## config.mk

```make
export PLATFORM = sky130hd
export DESIGN_NAME = perf_event_counters
export DESIGN_NICKNAME = d
export VERILOG_FILES = /design/src/include/perf_pkg.sv /design/src/include/perf_chan_if.sv /design/src/perf_channel.sv /design/src/perf_event_counters.sv
export VERILOG_INCLUDE_DIRS = /design/src /design/src/include
export SDC_FILE = /design/constraint.sdc
export NUM_CORES = 1
export LEC_CHECK = 0
export BUFFER_PORTS_ARGS = -buffer_cell sky130_fd_sc_hd__clkbuf_2
export CAP_MARGIN = 0
export CORE_ASPECT_RATIO = 1.5
export CORE_UTILIZATION = 45
export CTS_BUF_LIST = sky130_fd_sc_hd__clkbuf_4
export CTS_CLUSTER_DIAMETER = 120
export CTS_CLUSTER_SIZE = 25
export DETAILED_ROUTE_END_ITERATION = 10
export PLACE_DENSITY = 0.71
export SYNTH_ARGS = -nofsm -noshare
export SYNTH_HDL_FRONTEND = slang
export SYNTH_SLANG_ARGS = --single-unit
```

## constraint.sdc

```tcl
create_clock -name ref_clk -period 2.9 [get_ports ref_clk]
set_clock_uncertainty 0.05 [all_clocks]
set_input_delay 0.435 -clock ref_clk [delete_from_list [all_inputs] [get_ports ref_clk]]
set_output_delay 0.435 -clock ref_clk [all_outputs]
set_load 0.1 [all_outputs]
```

## src/include/perf_regs.svh

```systemverilog
// Behaviour
// - In the normal-break mode the window opens when the program starts running and closes at any break.
// - In the first-to-second mode a match of condition one opens the window and a later match of condition two closes it.
// - In the second-to-first mode a match of condition two opens the window and a later match of condition one closes it.
// - Four independent channels count at the same time over one shared window.
// - Each channel picks one source: disabled, elapsed time, execution states, branches, instructions, DSP instructions, exceptions, TLB misses or conflicts.
// - Conflict cycles from instruction/data accesses and from other accesses are separate sources.
// - The DSP instruction source works only when the device has DSP capability.
// - The data-TLB miss source works only when the device has a memory management unit.
// - Counts may be off near the window edges, so checks must allow some tolerance.
// - Each taken branch adds two to a branch counter.
// - The counters run on the CPU clock and stop whenever that clock stops.
// - Each channel gives a 32-bit result, and an overflow of it can be seen.
`ifndef PERF_REGS_SVH
`define PERF_REGS_SVH
`define PERF_CHANNELS 4
`define PERF_CNT_W 32
`define PERF_SRC_W 4
`define PERF_MODE_W 2
`define PERF_BRANCH_STEP 32'h0000_0002
`define PERF_ONE_STEP 32'h0000_0001
`define PERF_CNT_ZERO 32'h0000_0000
`endif

```

## src/include/perf_pkg.sv

```systemverilog
`include "perf_regs.svh"
package perf_pkg;
  typedef enum logic [1:0] {
    MODE_NORMAL = 2'b00,
    MODE_ONE_TO_TWO = 2'b01,
    MODE_TWO_TO_ONE = 2'b10
  } range_mode_t;

  typedef enum logic [3:0] {
    SRC_DISABLED = 4'h0,
    SRC_ELAPSED = 4'h1,
    SRC_EXEC_STATES = 4'h2,
    SRC_BRANCH = 4'h3,
    SRC_INSTR = 4'h4,
    SRC_DSP_INSTR = 4'h5,
    SRC_INSTR_DATA_CONFLICT = 4'h6,
    SRC_OTHER_CONFLICT = 4'h7,
    SRC_EXCEPTION = 4'h8,
    SRC_DATA_TLB_MISS = 4'h9
  } event_source_t;

  typedef struct packed {
    logic exec_state;
    logic branch_taken;
    logic instr_done;
    logic dsp_instr_done;
    logic instr_data_conflict;
    logic other_conflict;
    logic exception_taken;
    logic data_tlb_miss;
  } cpu_events_t;
endpackage : perf_pkg

```

## src/include/perf_chan_if.sv

```systemverilog
`timescale 1ns/1ps
`include "perf_regs.svh"
interface perf_chan_if;
  logic window;
  logic clear;
  logic [`PERF_CNT_W-1:0] step;
  logic [`PERF_CNT_W-1:0] count;
  logic overflow;
  modport ctrl (output window, output clear, output step,
    input count, input overflow);
  modport chan (input window, input clear, input step,
    output count, output overflow);
endinterface : perf_chan_if

```

## src/perf_channel.sv

```systemverilog
`timescale 1ns/1ps
`include "perf_regs.svh"
module perf_channel (
  input wire logic ref_clk,
  input wire logic sys_rst,
  perf_chan_if.chan port
);
  import perf_pkg::*;
  logic [`PERF_CNT_W:0] sum;
  logic [`PERF_CNT_W-1:0] count;
  logic overflow;

  assign sum = {1'b0, count} + {1'b0, port.step};
  assign port.count = count;
  assign port.overflow = overflow;

  always_ff @(posedge ref_clk) begin
    if (sys_rst || port.clear) begin
      count <= `PERF_CNT_ZERO;
      overflow <= 1'b0;
    end else if (port.window) begin
      count <= sum[`PERF_CNT_W-1:0];
      overflow <= overflow | sum[`PERF_CNT_W];
    end
  end

  clear_zero_a: assert property (
    @(posedge ref_clk) disable iff (sys_rst)
    port.clear |=> (count == `PERF_CNT_ZERO && !overflow))
    else $error("counter not cleared");
  hold_idle_a: assert property (
    @(posedge ref_clk) disable iff (sys_rst)
    (!port.window && !port.clear) |=> $stable(count))
    else $error("counter moved outside window");
  overflow_sticky_a: assert property (
    @(posedge ref_clk) disable iff (sys_rst)
    (overflow && !port.clear) |=> overflow)
    else $error("overflow flag lost");
endmodule : perf_channel

```

## src/perf_event_counters.sv

```systemverilog
`timescale 1ns/1ps
`include "perf_regs.svh"
module perf_event_counters #(
  parameter bit HAS_DSP = 1'b1,
  parameter bit HAS_MMU = 1'b1
) (
  input wire logic ref_clk,
  input wire logic sys_rst,
  input wire perf_pkg::range_mode_t mode,
  input wire perf_pkg::event_source_t
    source [`PERF_CHANNELS],
  input wire logic apply_setup,
  input wire logic init_request,
  input wire logic prog_running,
  input wire logic break_hit,
  input wire logic cond_one_match,
  input wire logic cond_two_match,
  input wire perf_pkg::cpu_events_t cpu_events,
  output logic [`PERF_CNT_W-1:0] result [`PERF_CHANNELS],
  output logic [`PERF_CHANNELS-1:0] overflow,
  output logic setup_error,
  output logic measuring
);
  import perf_pkg::*;

  range_mode_t active_mode;
  event_source_t active_src [`PERF_CHANNELS];
  logic armed;
  logic window;
  logic any_enabled;
  logic start_hit;
  logic end_hit;
  logic next_window;
  logic setup_ok;

  function automatic logic [`PERF_CNT_W-1:0] step_of(
    input event_source_t src, input cpu_events_t ev);
    logic [`PERF_CNT_W-1:0] s;
    s = `PERF_CNT_ZERO;
    unique case (src)
      SRC_DISABLED: s = `PERF_CNT_ZERO;
      SRC_ELAPSED: s = `PERF_ONE_STEP;
      SRC_EXEC_STATES: s = ev.exec_state ? `PERF_ONE_STEP : s;
      SRC_BRANCH: s = ev.branch_taken ? `PERF_BRANCH_STEP : s;
      SRC_INSTR: s = ev.instr_done ? `PERF_ONE_STEP : s;
      SRC_DSP_INSTR:
        s = (HAS_DSP && ev.dsp_instr_done) ? `PERF_ONE_STEP : s;
      SRC_INSTR_DATA_CONFLICT:
        s = ev.instr_data_conflict ? `PERF_ONE_STEP : s;
      SRC_OTHER_CONFLICT: s = ev.other_conflict ? `PERF_ONE_STEP : s;
      SRC_EXCEPTION: s = ev.exception_taken ? `PERF_ONE_STEP : s;
      SRC_DATA_TLB_MISS:
        s = (HAS_MMU && ev.data_tlb_miss) ? `PERF_ONE_STEP : s;
      default: s = `PERF_CNT_ZERO;
    endcase
    return s;
  endfunction : step_of

  always_comb begin
    any_enabled = 1'b0;
    for (int i = 0; i < `PERF_CHANNELS; i++) begin
      any_enabled = any_enabled | (source[i] != SRC_DISABLED);
    end
  end

  // Range mode with no channel selected is refused
  assign setup_ok = (mode == MODE_NORMAL) || any_enabled;

  assign start_hit = (active_mode == MODE_ONE_TO_TWO) ? cond_one_match :
    (active_mode == MODE_TWO_TO_ONE) ? cond_two_match :
    (prog_running && !break_hit);
  assign end_hit = (active_mode == MODE_ONE_TO_TWO) ? cond_two_match :
    (active_mode == MODE_TWO_TO_ONE) ? cond_one_match :
    (break_hit || !prog_running);

  // Start while open or end while closed leaves the window as it is
  assign next_window = !armed ? 1'b0 :
    window ? !end_hit : start_hit;

  always_ff @(posedge ref_clk) begin
    if (sys_rst) begin
      active_mode <= MODE_NORMAL;
      armed <= 1'b0;
      setup_error <= 1'b0;
    end else if (apply_setup) begin
      active_mode <= mode;
      armed <= setup_ok;
      setup_error <= !setup_ok;
    end
  end

  always_ff @(posedge ref_clk) begin
    for (int i = 0; i < `PERF_CHANNELS; i++) begin
      if (sys_rst) begin
        active_src[i] <= SRC_DISABLED;
      end else if (apply_setup && setup_ok) begin
        active_src[i] <= source[i];
      end
    end
  end

  // Window shuts one edge late, so the end-match cycle still counts
  always_ff @(posedge ref_clk) begin
    if (sys_rst || apply_setup) begin
      window <= 1'b0;
    end else begin
      window <= next_window;
    end
  end

  assign measuring = window;

  // One shared window feeds every channel
  generate
    for (genvar g = 0; g < `PERF_CHANNELS; g++) begin : g_chan
      perf_chan_if link ();
      assign link.window = window;
      assign link.clear = init_request || apply_setup;
      assign link.step = step_of(active_src[g], cpu_events);
      perf_channel u_chan (
        .ref_clk(ref_clk),
        .sys_rst(sys_rst),
        .port(link.chan)
      );
      assign result[g] = link.count;
      assign overflow[g] = link.overflow;
    end
  endgenerate

  range_open_a: assert property (
    @(posedge ref_clk) disable iff (sys_rst)
    (!window && armed && active_mode == MODE_ONE_TO_TWO
      && cond_one_match && !apply_setup) |=> window)
    else $error("one-to-two window did not open");

  range_stop_a: assert property (
    @(posedge ref_clk) disable iff (sys_rst)
    (window && active_mode == MODE_ONE_TO_TWO && cond_two_match
      && !apply_setup) |=> !window)
    else $error("one-to-two window did not close");

  start_ignored_a: assert property (
    @(posedge ref_clk) disable iff (sys_rst)
    (window && active_mode == MODE_ONE_TO_TWO && cond_one_match
      && !cond_two_match && !apply_setup) |=> window)
    else $error("repeated start closed window");

  range_rev_a: assert property (
    @(posedge ref_clk) disable iff (sys_rst)
    (!window && armed && active_mode == MODE_TWO_TO_ONE
      && cond_two_match && !apply_setup) |=> window)
    else $error("two-to-one window did not open");

  rev_stop_a: assert property (
    @(posedge ref_clk) disable iff (sys_rst)
    (window && active_mode == MODE_TWO_TO_ONE && cond_one_match
      && !apply_setup) |=> !window)
    else $error("two-to-one window did not close");

  end_ignored_a: assert property (
    @(posedge ref_clk) disable iff (sys_rst)
    (!window && active_mode == MODE_TWO_TO_ONE && cond_one_match
      && !cond_two_match && !apply_setup) |=> !window)
    else $error("end match opened idle window");

  normal_start_a: assert property (
    @(posedge ref_clk) disable iff (sys_rst)
    (!window && armed && active_mode == MODE_NORMAL && prog_running
      && !break_hit && !apply_setup) |=> window)
    else $error("program run did not open window");

  normal_stop_a: assert property (
    @(posedge ref_clk) disable iff (sys_rst)
    (active_mode == MODE_NORMAL && break_hit && !apply_setup)
      |=> !window)
    else $error("break did not close window");

  empty_setup_a: assert property (
    @(posedge ref_clk) disable iff (sys_rst)
    (apply_setup && mode != MODE_NORMAL && !any_enabled)
      |=> (setup_error && !armed) ##1 !window)
    else $error("empty range setup accepted");

  error_clear_a: assert property (
    @(posedge ref_clk) disable iff (sys_rst)
    (apply_setup && (mode == MODE_NORMAL || any_enabled))
      |=> !setup_error)
    else $error("valid setup flagged as error");

  setup_clear_a: assert property (
    @(posedge ref_clk) disable iff (sys_rst)
    apply_setup |=> (!window && result[0] == `PERF_CNT_ZERO))
    else $error("setup did not restart");

  branch_step_a: assert property (
    @(posedge ref_clk) disable iff (sys_rst)
    (window && active_src[0] == SRC_BRANCH && cpu_events.branch_taken
      && !init_request && !apply_setup && !overflow[0]
      && result[0] < 32'hFFFF_FFF0)
      |=> result[0] == $past(result[0]) + `PERF_BRANCH_STEP)
    else $error("branch step not two");

  no_dsp_a: assert property (
    @(posedge ref_clk) disable iff (sys_rst)
    (window && active_src[3] == SRC_DSP_INSTR && !init_request
      && !apply_setup && !(HAS_DSP && cpu_events.dsp_instr_done))
      |=> $stable(result[3]))
    else $error("dsp source counted without event");

  conflict_split_a: assert property (
    @(posedge ref_clk) disable iff (sys_rst)
    (window && active_src[2] == SRC_OTHER_CONFLICT && !init_request
      && !apply_setup && !cpu_events.other_conflict)
      |=> $stable(result[2]))
    else $error("other conflict counted wrong event");

  no_mmu_a: assert property (
    @(posedge ref_clk) disable iff (sys_rst)
    (window && active_src[2] == SRC_DATA_TLB_MISS && !init_request
      && !apply_setup && !(HAS_MMU && cpu_events.data_tlb_miss))
      |=> $stable(result[2]))
    else $error("tlb source counted without event");

  init_clear_a: assert property (
    @(posedge ref_clk) disable iff (sys_rst)
    init_request |=> (result[2] == `PERF_CNT_ZERO)
      && (result[3] == `PERF_CNT_ZERO))
    else $error("init did not clear");

  elapsed_a: assert property (
    @(posedge ref_clk) disable iff (sys_rst)
    (window && active_src[1] == SRC_ELAPSED && !init_request
      && !apply_setup && result[1] != 32'hFFFF_FFFF)
      |=> result[1] == $past(result[1]) + `PERF_ONE_STEP)
    else $error("elapsed time not counting");
endmodule : perf_event_counters
```

# Word-level counts from Yosys, hierarchy flattened
# Memories as Yosys holds them, arrays and structs flattened.
# Cells that the tools add are included.
word_totals:
  reg_bits: 137
  out_inout_bits: 134
  inputBits: 34
  ram_bits: 16
  wordCells: 110
  mem_count: 1
classes:
  n_eq_ne: 38
  addsub: 4
  reduce_logical: 17
  bitwise: 12
  mux: 26
memory_table:
  columns: ["memory", "words", "width", "rd", "rd_ports_with_merged_regs", "wr", "line_no", "rtl"]
  rows:
  - ["active_src", 4, 4, 4, 0, 4, "perf_event_counters.sv:27", "event_source_t active_src [`PERF_CHANNELS];"]
ops:
  columns: ["cell", "n"]
  rows:
  - ["$pmux W32 S9", 1]
  - ["$add A32 B2 Y33", 3]
  - ["$eq A4 B3 Y1 const B", 16]
  - ["$pmux W2 S9", 3]
  - ["$add A32 B32 Y33", 1]
  - ["$eq A4 B2 Y1 const B", 8]
  - ["$eq A4 B4 Y1 const B", 8]
  - ["$mux W1", 17]
  - ["$eq A4 B1 Y1 const B", 4]
  - ["$mux W4", 4]
  - ["$reduce_bool A4 Y1", 4]
  - ["$or A1 B1 Y1", 11]
  - ["$logic_or A1 B1 Y1", 5]
  - ["$logic_not A1 Y1", 4]
  - ["$eq A2 B1 Y1 const B", 1]
  - ["$eq A2 B2 Y1 const B", 1]
  - ["$logic_and A1 B1 Y1", 2]
  - ["$logic_not A2 Y1", 1]
  - ["$mux W2", 1]
  - ["$reduce_or A2 Y1", 1]
  - ["$not A1 Y1", 1]

# Longest topological paths before layout
# Gate-level depths: netlist of the first run.
depth:
  ltp_word: 10
  depth_mapped: 13
  mapped_depth_nobuf: 13

# Hierarchy
# A second synthesis of the first run with hierarchy kept.
hier_totals:
  hier_cells: 1526
  hier_area_um2: 12545.8
modules_own_cells:
  columns: ["mod", "n_inst", "cells_each", "area_per_inst_um2"]
  rows:
  - ["perf_channel (g_chan[0].u_chan ...)", 2, 335, 2763.9]
  - ["perf_channel (g_chan[2].u_chan)", 1, 379, 2999.1]
  - ["perf_channel (g_chan[3].u_chan)", 1, 352, 2752.6]
  - ["perf_event_counters", 1, 125, 1266.2]

# Worst setup path after synthesis of the first run
# Ideal clock, no wire load.
synth_path:
  path_kind: "register to register"
  start: "register g_chan[3].u_chan.count[0]"
  end: "register g_chan[3].u_chan.count[30]"
  stages_incl_launch_ff: 9
  synth_period_minus_slack_ns: 3.142
  path_slack_ns: -0.242
  t_required_ns: 2.788
  arrival_ns: 3.029
  setup_ns: 0.062
  path_cell_list: "dfxtp_1 -> ha_1 -> inv_1 -> fa_1 -> nand4b_1 -> nor3_1 -> nand2_1 -> or4_1 -> nand2_1"
synth_between:
  elab_chain_len: 1
synth_rtl:
  columns: ["item", "line_no", "rtl"]
  rows:
  - ["start, declared", "perf_channel.sv:10", "logic [`PERF_CNT_W-1:0] count;"]
  - ["start signal, assigned", "perf_channel.sv:19", "count <= `PERF_CNT_ZERO;"]
  - ["start signal, assigned", "perf_channel.sv:22", "count <= sum[`PERF_CNT_W-1:0];"]
  - ["$add A32 B32 Y33", "perf_channel.sv:13", "assign sum = {1'b0, count} + {1'b0, port.step};"]
# Every way passes these cells.
# A chain may end at the register's enable or synchronous reset.

==> results of run 1 <==
## cell type report
cell class | count | area share, %
repair buffers | 214 | 13.4
flip-flops and latches | 153 | 35.7
diodes | 1 | 0.0277
clock buffers | 19 | 1.58
well taps | 203 | 2.81
inverters | 24 | 0.997
clock inverters | 13 | 1.61
multi-input cells | 603 | 43.9
## synthesized netlist by cell type (7+ instances only)
cell	count	area (um^2)
and3_1	18	113
clkbuf_1	23	86.3
xor2_1	70	613
or3_1	17	106
and4_1	8	70.1
nor4_1	10	62.6
nand4_1	51	319
o21ai_0	25	125
inv_1	24	90.1
and2_1	20	125
dfxtp_1	137	2740
nor3_1	22	110
ha_1	8	100
a21oi_1	24	120
nand2_1	39	146
xnor2_1	33	289
mux2i_1	7	70.1
edfxtp_1	16	480
nor2_1	133	499
nand3_1	52	260
## per-stage QoR
step                power, W  area (um^2)  setup WS (ps)  TNS (ps)
finish               0.00372         9030           49.7         0
floorplan            0.00232         7280           7.27         0
global placement     0.00240         8530          -90.7      -337
CTS                  0.00375         8860           2.56         0
detailed placement   0.00240         8530           -134      -676
global route         0.00387         9030          -97.9      -432
## final timing paths
kind	slack (ps)	endpoint
worst max-delay path	50	g_chan[0].u_chan.port.count[20]
worst min-delay path	90	measuring
worst max register to register	50	g_chan[0].u_chan.port.count[20]
worst min register to register	420	measuring
## tightest hold or removal path, cell delays in order
cell and delay [ps]:
clkbuf_2 80, nand2b_1 60, a311oi_1 70
## routing by layer
| metal | track usage (%) | vias up | share of wire [%] |
|---|---|---|---|
| met3 | 4.03 | 27 | 3.6 |
| li1 | - | 3249 | - |
| met4 | 8.27 | 0 | 2.2 |
| met2 | 37.2 | 142 | 54 |
| met5 | 0 | - | 0 |
| met1 | 23.4 | 3070 | 41 |
## flip-flops by register name (all words and copies together) (netlist names)
| signal | cells |
|---|---|
| g_chan.u_chan.port.count | 128 |
| active_src | 16 |
| g_chan.u_chan.port.overflow | 4 |
| active_mode | 2 |
| armed | 1 |
| measuring | 1 |
| setup_error | 1 |
## logic make-up (layout without fill, tap and decap cells)
family	count (synthesis)	in the layout	share of synthesized area, %
and+or+nand+nor	412	412	30.3
DFF	153	153	44.3
xor gates and xnor gates	103	103	12.4
AOI/OAI and AO/OA	65	65	4.97
buffers and inverters	57	270	3.30
adders and majority gates	12	12	2.48
muxes	11	11	2.20
other	0	1	0
## report_power, final
group	internal, W	leakage [nW]	total (W)	switching [W]
Sequential	0.00216	1.28	0.00219	0.0000248
Combinational	0.0000821	2.12	0.000178	0.0000960
Clock	0.000541	0.147	0.00136	0.000814
## what timing repair did
| action | in CTS | in global routing |
|---|---|---|
| cloned | 0 | 1 |
| pin swaps | 1 | 22 |
| resized for setup | 5 | 32 |
| buffers inserted | 1 | 6 |
| setup endpoints to repair | 8 | 39 |
==> flow_metrics.py, run 1 <==
metrics = {
    "worst_setup_path": {
        "cp_max_fo": 4,
        "slowest_stage": "edfxtp_1",
        "crit_top_cell": "buf_6",
        "cp_num_cells": 12,
        "cp.arrival_ps": 3240,
        "cpPeakStageDelay_ps": 490,
        "cp_top_family": "simple AND/OR/NAND/NOR gates",
        "reg2regPathDepth": 12,
        "startpoint": "active_src[0][0]",
        "required_ps": 3290,
        "end_kind": "flop",
        "reg2reg_from": "active_src[0][0]",
        "path_cells": "mux4_2 > nand3_2 > o21ai_2 > buf_6 > ha_4 > inv_2 > fa_2 > or3_4 > buf_6 > nor4_4 > xnor2_1 > nor2_1",
        "crit_buf_inv": 3,
        "crit_type": "flop to flop",
        "cp-start-kind": "flop",
    },
    "power": {
        "cellPowerDensity_mw_per_mm2": 412,
        "peakVddDrop_uv": 316,
        "power_leakage_nw": 3.55,
    },
    "floorplan": {
        "die_height_um": 158,
        "pin_count": 168,
        "fp-row-count": 56,
        "core_region_area_mm2": 0.0157,
        "initial_core_util_pct": 46.3,
        "chipWidth_um": 106,
        "die_area_mm2": 0.0167,
    },
    "yosys": {
        "synth-main-ff-cell": "dfxtp_1",
        "synth_edf_count": 16,
        "synth.distinct_cells": 52,
        "synth_area_mm2": 0.00727,
        "avgSynthCellArea_um2": 8.94,
        "ys_ff_latch": 153,
        "syn_nets": 859,
        "postSynthCellCount": 813,
        "ys_seq_area_share_pct": 44.3,
        "async_reset_ff_share_pct": 0,
        "yosysWarnings": 0,
    },
    "worst_hold_path": {
        "hold_path.class": "input pin to flop",
        "hold_start": "prog_running",
        "hold_depth": 3,
    },
    "global_routing": {
        "grt_pass1_vias": 6020,
        "grt_pass1_wl_um": 27900,
        "antenna_found_initial": 1,
        "grt_max_degree": 106,
        "grtUsageTotal_pct": 20.5,
        "grt_overflow": 0,
    },
    "layout": {
        "fin_util_pct": 57.5,
        "ff_latch_area_mm2": 0.00323,
        "layout_commonest_cell": "clkbuf_2",
        "syn2layout_area_growth_pct": 24.3,
        "mostFrequentLayoutCells": "clkbuf_2 (167), dfxtp_1 (134), nor2_1 (132)",
        "instances_no_fill": 1230,
        "n_fill_cell": 1504,
        "drive_gt1_share_pct": 28.7,
        "multiInputGateArea_mm2": 0.00396,
        "nets": 1059,
    },
    "cts": {
        "cts_made_buffers": 17,
        "cts_tree": "yes",
        "clockBufferDepth": 2,
        "cts_root_buf": "clkbuf_4",
        "clk_pin_slew_ps": 150,
        "clkLatencyLatePin_ps": 540,
        "cts_num_sinks": 153,
        "htreeDepth": 4,
        "ctsHoldBuffers": 0,
    },
    "place": {
        "port-buffer-count": 167,
        "dp.cells": 1189,
        "hpwl_um": 12500,
        "place.gp.congestion": 0.820,
    },
    "timing": {
        "hold_slack_ps": 94.1,
        "hold_viol_final": 0,
        "relSlewSlack_pct": 41.9,
        "period_share_pct": 98.3,
        "rsz0062_at_grt": "yes",
        "slew_viol_final": 0,
        "tightestPinTransition_ps": 865,
        "max_freq_mhz": 351,
        "setup_viol": 0,
        "min_period_ps": 2850,
    },
    "routing": {
        "routed_wl_um": 17400,
        "drc": 0,
        "wl_per_cell_um": 14.1,
        "viasPerCell": 5.27,
        "postRouteAntennaNets": 0,
        "drtIter0Drc": 268,
        "firstDrtPassIters": 4,
        "routed-via-count": 6488,
    },
    "flow_run": {
        "max_cap_violations": 0,
    },
    "run_status": {
        "status": "finished, final reports clean",
    },
}
(Power assumes the default switching activity.)
==> inputs of run 2 (changes only) <==
--- a/config.mk
+++ b/config.mk
@@ -14,7 +14,7 @@
 export CTS_CLUSTER_DIAMETER = 120
 export CTS_CLUSTER_SIZE = 25
 export DETAILED_ROUTE_END_ITERATION = 10
-export PLACE_DENSITY = 0.71
+export PLACE_DENSITY = 0.69
 export SYNTH_ARGS = -nofsm -noshare
 export SYNTH_HDL_FRONTEND = slang
 export SYNTH_SLANG_ARGS = --single-unit
==> constraint.sdc (replaced) <==
create_clock -name ref_clk -period 3.5 [get_ports ref_clk]
set_clock_uncertainty 0.05 [all_clocks]
set_input_delay 0.525 -clock ref_clk [delete_from_list [all_inputs] [get_ports ref_clk]]
set_output_delay 0.525 -clock ref_clk [all_outputs]
set_load 0.1 [all_outputs]
==> run 2 against run 1 <==
Effect of this change:
- sequential share of layout area up 1.6 points
- combinational power down 30%
- global-route usage down 0.076 points
- power down 17%
- clock power down 16%
- count of clock-buffer cells in the layout up 1
- register-to-register slack better by 330 ps
- die area unchanged
- highest routed layer unchanged
==> flow_metrics.py, run 2 (synthesized netlist as in run 1, its figures left out) <==
metrics = {
    "cts": {
        "cts_tree": "yes",
        "cts_num_sinks": 153,
        "clkLatencyLatePin_ps": 540,
        "ctsHoldBuffers": 0,
        "cts.repair.resized": 0,
        "cts_root_buf": "clkbuf_4",
        "htreeDepth": 4,
        "cts_made_buffers": 17,
        "clk_pin_slew_ps": 120,
        "clockBufferDepth": 2,
        "post_cts_buffers": 0,
    },
    "routing": {
        "drc": 0,
        "viasPerCell": 5.24,
        "routed-via-count": 6273,
        "wl_per_cell_um": 13.8,
        "drtIter0Drc": 216,
        "firstDrtPassIters": 7,
        "postRouteAntennaNets": 0,
        "routed_wl_um": 16500,
    },
    "timing": {
        "min_period_ps": 3120,
        "rsz0062_at_grt": "no",
        "relSlewSlack_pct": 31.2,
        "fin_setup_tns_ps": 0,
        "max_freq_mhz": 320,
        "slew_viol_final": 0,
        "period_share_pct": 89.2,
        "setup_viol": 0,
        "tightestPinTransition_ps": 1020,
        "hold_viol_final": 0,
    },
    "worst_setup_path": {
        "r2r_slack_ps": 380,
        "cpPeakStageDelay_ps": 550,
        "crit_type": "flop to flop",
        "slowest_stage": "or3_1",
        "cp-start-kind": "flop",
        "cp.arrival_ps": 3490,
        "end_kind": "flop",
        "cp_top_family": "simple AND/OR/NAND/NOR gates",
        "crit_top_cell": "inv_1",
        "cp_max_fo": 7,
        "crit_buf_inv": 2,
        "path_cells": "inv_1 > nand3_1 > a21oi_1 > a31oi_1 > o21ai_0 > ha_1 > inv_1 > fa_1 > or3_1 > nor4_1 > xnor2_1 > nor2_1",
        "required_ps": 3870,
    },
    "floorplan": {
        "die_area_mm2": 0.0167,
        "die_height_um": 158,
        "pin_count": 168,
        "core_region_area_mm2": 0.0157,
        "fp-row-count": 56,
        "chipWidth_um": 106,
        "initial_core_util_pct": 46.3,
    },
    "global_routing": {
        "grt_overflow": 0,
        "grt_pass1_wl_um": 27300,
        "antenna_found_initial": 1,
        "grt_max_degree": 54,
        "grt_pass1_vias": 5817,
        "grtUsageTotal_pct": 20.4,
    },
    "layout": {
        "mostFrequentLayoutCells": "clkbuf_2 (167), dfxtp_1 (137), nor2_1 (133)",
        "largest_reg_flops": 128,
        "final_cell_area_mm2": 0.00863,
        "syn2layout_area_growth_pct": 18.7,
        "layout_commonest_cell": "clkbuf_2",
        "nets": 1026,
        "drive_gt1_share_pct": 23.9,
        "instances_no_fill": 1197,
        "largestRegisters": "g_chan.u_chan.port.count (128), active_src (16), g_chan.u_chan.port.overflow (4)",
        "largest_register": "g_chan.u_chan.port.count",
        "fin_util_pct": 55.0,
    },
    "power": {
        "power.total_w": 0.00308,
        "cellPowerDensity_mw_per_mm2": 357,
        "peakVddDrop_uv": 226,
        "power_leakage_nw": 3.28,
    },
    "place": {
        "port-buffer-count": 167,
        "place_area_mm2": 0.00833,
        "place.gp.congestion": 0.840,
        "hpwl_um": 12200,
        "dp.cells": 1164,
    },
    "flow_run": {
        "max_cap_violations": 0,
    },
    "run_status": {
        "status": "finished, final reports clean",
    },
    "worst_hold_path": {
        "hold_path.class": "input pin to flop",
    },
}
-- run 2: changes by cell type in the layout (fill, tap and decap cells not counted), moves of 4 or more --
| cell | previous run | this run |
|---|---|---|
| nor4_4 | 7 | 2 |
| o21ai_0 | 21 | 25 |
| buf_4 | 42 | 14 |
| nand3_1 | 48 | 52 |
| nand3_2 | 4 | 0 |
| clkinv_2 | 0 | 4 |
-- run 2: worst reg2reg max path, cell delays in order (launching register included) --
cell and delay, ps:
edfxtp_1 460, inv_1 110, nand3_1 80, a21oi_1 140, a31oi_1 50, o21ai_0 230
ha_1 240, inv_1 60, fa_1 450, or3_1 550, nor4_1 380, xnor2_1 160
nor2_1 50
-- run 2: final timing paths --
| kind | cells after the start | from | endpoint |
|---|---|---|---|
| max | 12 | active_src[0][0] | g_chan[0].u_chan.port.count[20] |
| min | 3 | mode[0] | active_mode[0] |
| max reg2reg | 12 | active_src[0][0] | g_chan[0].u_chan.port.count[20] |
| min reg2reg | 2 | armed | measuring |
-- run 2: power by group --
| group | total [W] | leakage (nW) | switching [W] | internal, W |
|---|---|---|---|---|
| sequential | 0.00181 | 1.28 | 0.0000169 | 0.00179 |
| clock | 0.00114 | 0.159 | 0.000627 | 0.000516 |
| combinational | 0.000125 | 1.84 | 0.0000738 | 0.0000513 |
| total | 0.00308 | 3.28 | 0.000718 | 0.00236 |
-- run 2: per-stage QoR --
step | hold WS [ps] | worst slack (ps)
2_1_floorplan | 368 | 358
3_3_place_gp | 400 | 285
3_5_place_dp | 405 | 233
4_1_cts | 118 | 324
5_1_grt | 133 | 109
6_report | 181 | 376
-- run 2: area by class of cell --
type | instances | area, um^2
clock inverters | 12 | 148
repair buffers | 181 | 941
diodes | 1 | 2.50
multi-input cells | 603 | 3820
well taps | 203 | 254
clock buffers | 20 | 150
flip-flops and latches | 153 | 3220
fillers | 1546 | 7070
inverters | 24 | 90.1
-- run 2: layer usage --
metal / vias up / share of wire [%] / GRT usage, % / routed length [um]
met2: 133 / 53 / 36.9 / 8690
met3: 21 / 4.8 / 5.64 / 790
li1: 3171 / - / - / -
met4: 0 / 1.4 / 7.28 / 231
met1: 2948 / 41 / 22.7 / 6830
met5: - / 0 / 0 / 0
==> inputs of run 3 (changes only) <==
--- a/config.mk
+++ b/config.mk
@@ -6,6 +6,7 @@
 export SDC_FILE = /design/constraint.sdc
 export NUM_CORES = 1
 export LEC_CHECK = 0
+export ABC_AREA = 1
 export BUFFER_PORTS_ARGS = -buffer_cell sky130_fd_sc_hd__clkbuf_2
 export CAP_MARGIN = 0
 export CORE_ASPECT_RATIO = 1.5
@@ -14,7 +15,7 @@
 export CTS_CLUSTER_DIAMETER = 120
 export CTS_CLUSTER_SIZE = 25
 export DETAILED_ROUTE_END_ITERATION = 10
-export PLACE_DENSITY = 0.69
+export PLACE_DENSITY = 0.67
 export SYNTH_ARGS = -nofsm -noshare
 export SYNTH_HDL_FRONTEND = slang
 export SYNTH_SLANG_ARGS = --single-unit
==> run 3 against run 2 <==
Effect of this change:
- global-route usage increased by 4.2 points
- sequential power about the same
- first-iteration DRC count increased by 150%
- non-clock buffer count decreased by 11
- cell count increased by 49%
- wire length increased by 44%
- via count increased by 41%
- hold slack improved by 8.5 ps
- register-to-register slack improved by 270 ps
- critical path depth increased by 4
- critical endpoint is now g_chan[0].u_chan.port.count[28]
- largest cell class unchanged
- largest power group unchanged
==> flow_metrics.py, run 3 <==
metrics = {
    "run_status": {
        "status": "finished, final reports clean",
    },
    "routing": {
        "routed-via-count": 8863,
        "firstDrtPassIters": 6,
        "wl_per_cell_um": 13.4,
        "drc": 0,
        "viasPerCell": 4.97,
        "postRouteAntennaNets": 0,
        "drtIter0Drc": 536,
        "routed_wl_um": 23800,
    },
    "cts": {
        "clk_pin_slew_ps": 140,
        "cts_tree": "yes",
        "cts_num_sinks": 153,
        "cts_root_buf": "clkbuf_4",
        "cts.repair.resized": 0,
        "post_cts_buffers": 0,
        "cts_made_buffers": 17,
        "clockBufferDepth": 2,
        "clkLatencyLatePin_ps": 570,
        "ctsHoldBuffers": 0,
        "htreeDepth": 4,
    },
    "yosys": {
        "synth_compound_area_share_pct": 8.16,
        "synth_xor_area_share_pct": 1.80,
        "synth.top_cell.area_share_pct": 31.3,
        "synth-main-ff-cell": "dfxtp_1",
        "yosysTopAreaCell": "dfxtp_1",
        "synth.distinct_cells": 45,
        "ys_ff_latch": 153,
        "async_reset_ff_share_pct": 0,
        "synth_area_mm2": 0.00876,
        "synth_edf_count": 16,
        "synth-simple-area-share_pct": 41.3,
        "synthMuxAreaShare_pct": 0,
        "syn_nets": 1395,
        "ys_seq_area_share_pct": 36.8,
        "yosys-top-cells-area": "dfxtp_1 (31%), nand2_1 (15%), nor2_1 (11%)",
        "yosysWarnings": 0,
        "synth_commonest_cells": "nand2_1 (340), nor2_1 (252), inv_1 (186), dfxtp_1 (137), nand3_1 (101)",
        "synthAdderAreaFrac_pct": 2.06,
        "avgSynthCellArea_um2": 6.49,
        "yosysMostFrequentCell": "nand2_1",
        "synth_top_family_by_area": "simple AND/OR/NAND/NOR gates",
        "postSynthCellCount": 1349,
    },
    "layout": {
        "largest_register": "g_chan.u_chan.port.count",
        "instances_no_fill": 1782,
        "largestRegisters": "g_chan.u_chan.port.count (128), active_src (16), g_chan.u_chan.port.overflow (4)",
        "drive_gt1_share_pct": 17.6,
        "fin_util_pct": 52.8,
        "mostFrequentLayoutCells": "nand2_1 (340), nor2_1 (252), inv_1 (186)",
        "largest_reg_flops": 128,
        "syn2layout_area_growth_pct": 15.1,
        "nets": 1560,
        "layout_commonest_cell": "nand2_1",
    },
    "floorplan": {
        "chipWidth_um": 116,
        "pin_count": 168,
        "core_region_area_mm2": 0.0191,
        "fp-row-count": 62,
        "initial_core_util_pct": 45.9,
        "die_area_mm2": 0.0200,
        "die_height_um": 173,
    },
    "timing": {
        "tightestPinTransition_ps": 919,
        "max_freq_mhz": 350,
        "layout_setup_ws_ps": 644,
        "slew_viol_final": 0,
        "relSlewSlack_pct": 38.7,
        "hold_viol_final": 0,
        "fin_setup_tns_ps": 0,
        "setup_viol": 0,
        "min_period_ps": 2860,
        "period_share_pct": 81.6,
        "rsz0062_at_grt": "no",
    },
    "worst_setup_path": {
        "crit_buf_inv": 2,
        "cp.arrival_ps": 3330,
        "reg2regPathDepth": 16,
        "cp-start-kind": "flop",
        "cp_top_family": "simple AND/OR/NAND/NOR gates",
        "crit_top_cell": "nand2_1",
        "required_ps": 3970,
        "path_cells": "or2_2 > o22ai_1 > nand3_1 > o211ai_1 > ha_1 > inv_1 > fa_1 > inv_1 > nand2_1 > nor2_2 > nand3_2 > nor2_4 > nand3_2 > nand2_1 > nand2_1 > nor2_1",
        "end_kind": "flop",
        "cp_max_fo": 4,
        "slowest_stage": "edfxtp_1",
        "worstReg2RegEnd": "g_chan[0].u_chan.port.count[28]",
        "reg2reg_from": "active_src[0][3]",
        "cpPeakStageDelay_ps": 440,
        "crit_type": "flop to flop",
        "r2r_slack_ps": 640,
    },
    "global_routing": {
        "grtUsageTotal_pct": 24.6,
        "grt_pass1_wl_um": 38900,
        "grt_overflow": 0,
        "grt_pass1_vias": 8316,
        "antenna_found_initial": 1,
        "grt_max_degree": 87,
    },
    "power": {
        "cellPowerDensity_mw_per_mm2": 310,
        "peakVddDrop_uv": 170,
        "power_leakage_nw": 4.13,
    },
    "place": {
        "place.gp.congestion": 0.855,
        "hpwl_um": 17800,
        "dp_slack_ps": 650,
        "dp.cells": 1751,
        "port-buffer-count": 167,
    },
    "flow_run": {
        "max_cap_violations": 0,
    },
    "worst_hold_path": {
        "hold_end": "measuring",
        "hold_depth": 4,
        "hold_path.class": "input pin to flop",
        "hold_start": "sys_rst",
    },
}
==> run 3: cell types whose count changed in the layout (fill, tap and decap cells not counted), sizes merged, moves of 22 or more <==
cell and delta:
nand4 -22, inv +169, xor2 -58, nand2 +310, nand3 +56, nor2 +154, xnor2 -27, a21oi +47
==> run 3: worst max path at each step <==
stage | start | end | cells past startpoint | slack, ps
finish | active_src[0][3] | g_chan[0].u_chan.port.count[28] | 16 | 640
global route | active_src[0][3] | g_chan[0].u_chan.port.count[28] | 16 | 340
CTS | active_src[0][3] | g_chan[0].u_chan.port.count[28] | 16 | 640
detailed placement | cpu_events[2] | g_chan[0].u_chan.port.count[28] | 17 | 650
global placement | cpu_events[2] | g_chan[0].u_chan.port.count[28] | 17 | 710
floorplan | g_chan[0].u_chan.port.count[0] | g_chan[0].u_chan.port.count[14] | 11 | 860
==> run 3: report_power, final <==
part | switching (W) | internal (W)
Clock | 0.000668 | 0.000484
Sequential | 0.0000161 | 0.00179
Combinational | 0.000108 | 0.0000550
==> run 3: routing by layer <==
| metal | share of wire, % | global-route usage [%] | wire length [um] |
|---|---|---|---|
| met1 | 41 | 27.6 | 9810 |
| met2 | 52 | 44.9 | 12300 |
| met3 | 4.9 | 4.87 | 1160 |
| met4 | 2.3 | 8.71 | 536 |
| met5 | 0 | 0 | 0 |
==> run 3: metrics by stage <==
| step | power, W | hold WS (ps) | area (um^2) |
|---|---|---|---|
| after global placement | 0.00201 | 402 | 9790 |
| after CTS | 0.00317 | 131 | 10100 |
| after global routing | 0.00326 | 184 | 10100 |
| final | 0.00312 | 189 | 10100 |
| after floorplan | 0.00196 | 372 | 8760 |
| after detailed placement | 0.00201 | 406 | 9790 |
==> run 3: cells by family (layout without fill, tap and decap cells) <==
logic type / Yosys count / in the layout
AND/OR/NAND/NOR: 819 / 819
buffers and inverters: 216 / 392
flip-flops: 153 / 153
AO/OA/AOI/OAI: 131 / 131
XOR/XNOR: 18 / 18
adder cells (fa/ha/maj): 12 / 12
other: 0 / 1
==> run 3: worst min-delay path, delay by kind of cell <==
family,cells,cell delay (ps)
AO/OA/AOI/OAI,1,40
AND/OR/NAND/NOR,2,130
buffers and inverters,1,90
==> run 3: area by class of cell <==
class | count | area (um^2)
Antenna cell | 1 | 2.50
Clock buffer | 17 | 128
Clock inverter | 13 | 153
Fill cell | 2008 | 9010
Inverter | 192 | 723
Multi-Input combinational cell | 980 | 4670
Sequential cell | 153 | 3220
Tap cell | 256 | 320
Timing Repair Buffer | 170 | 858
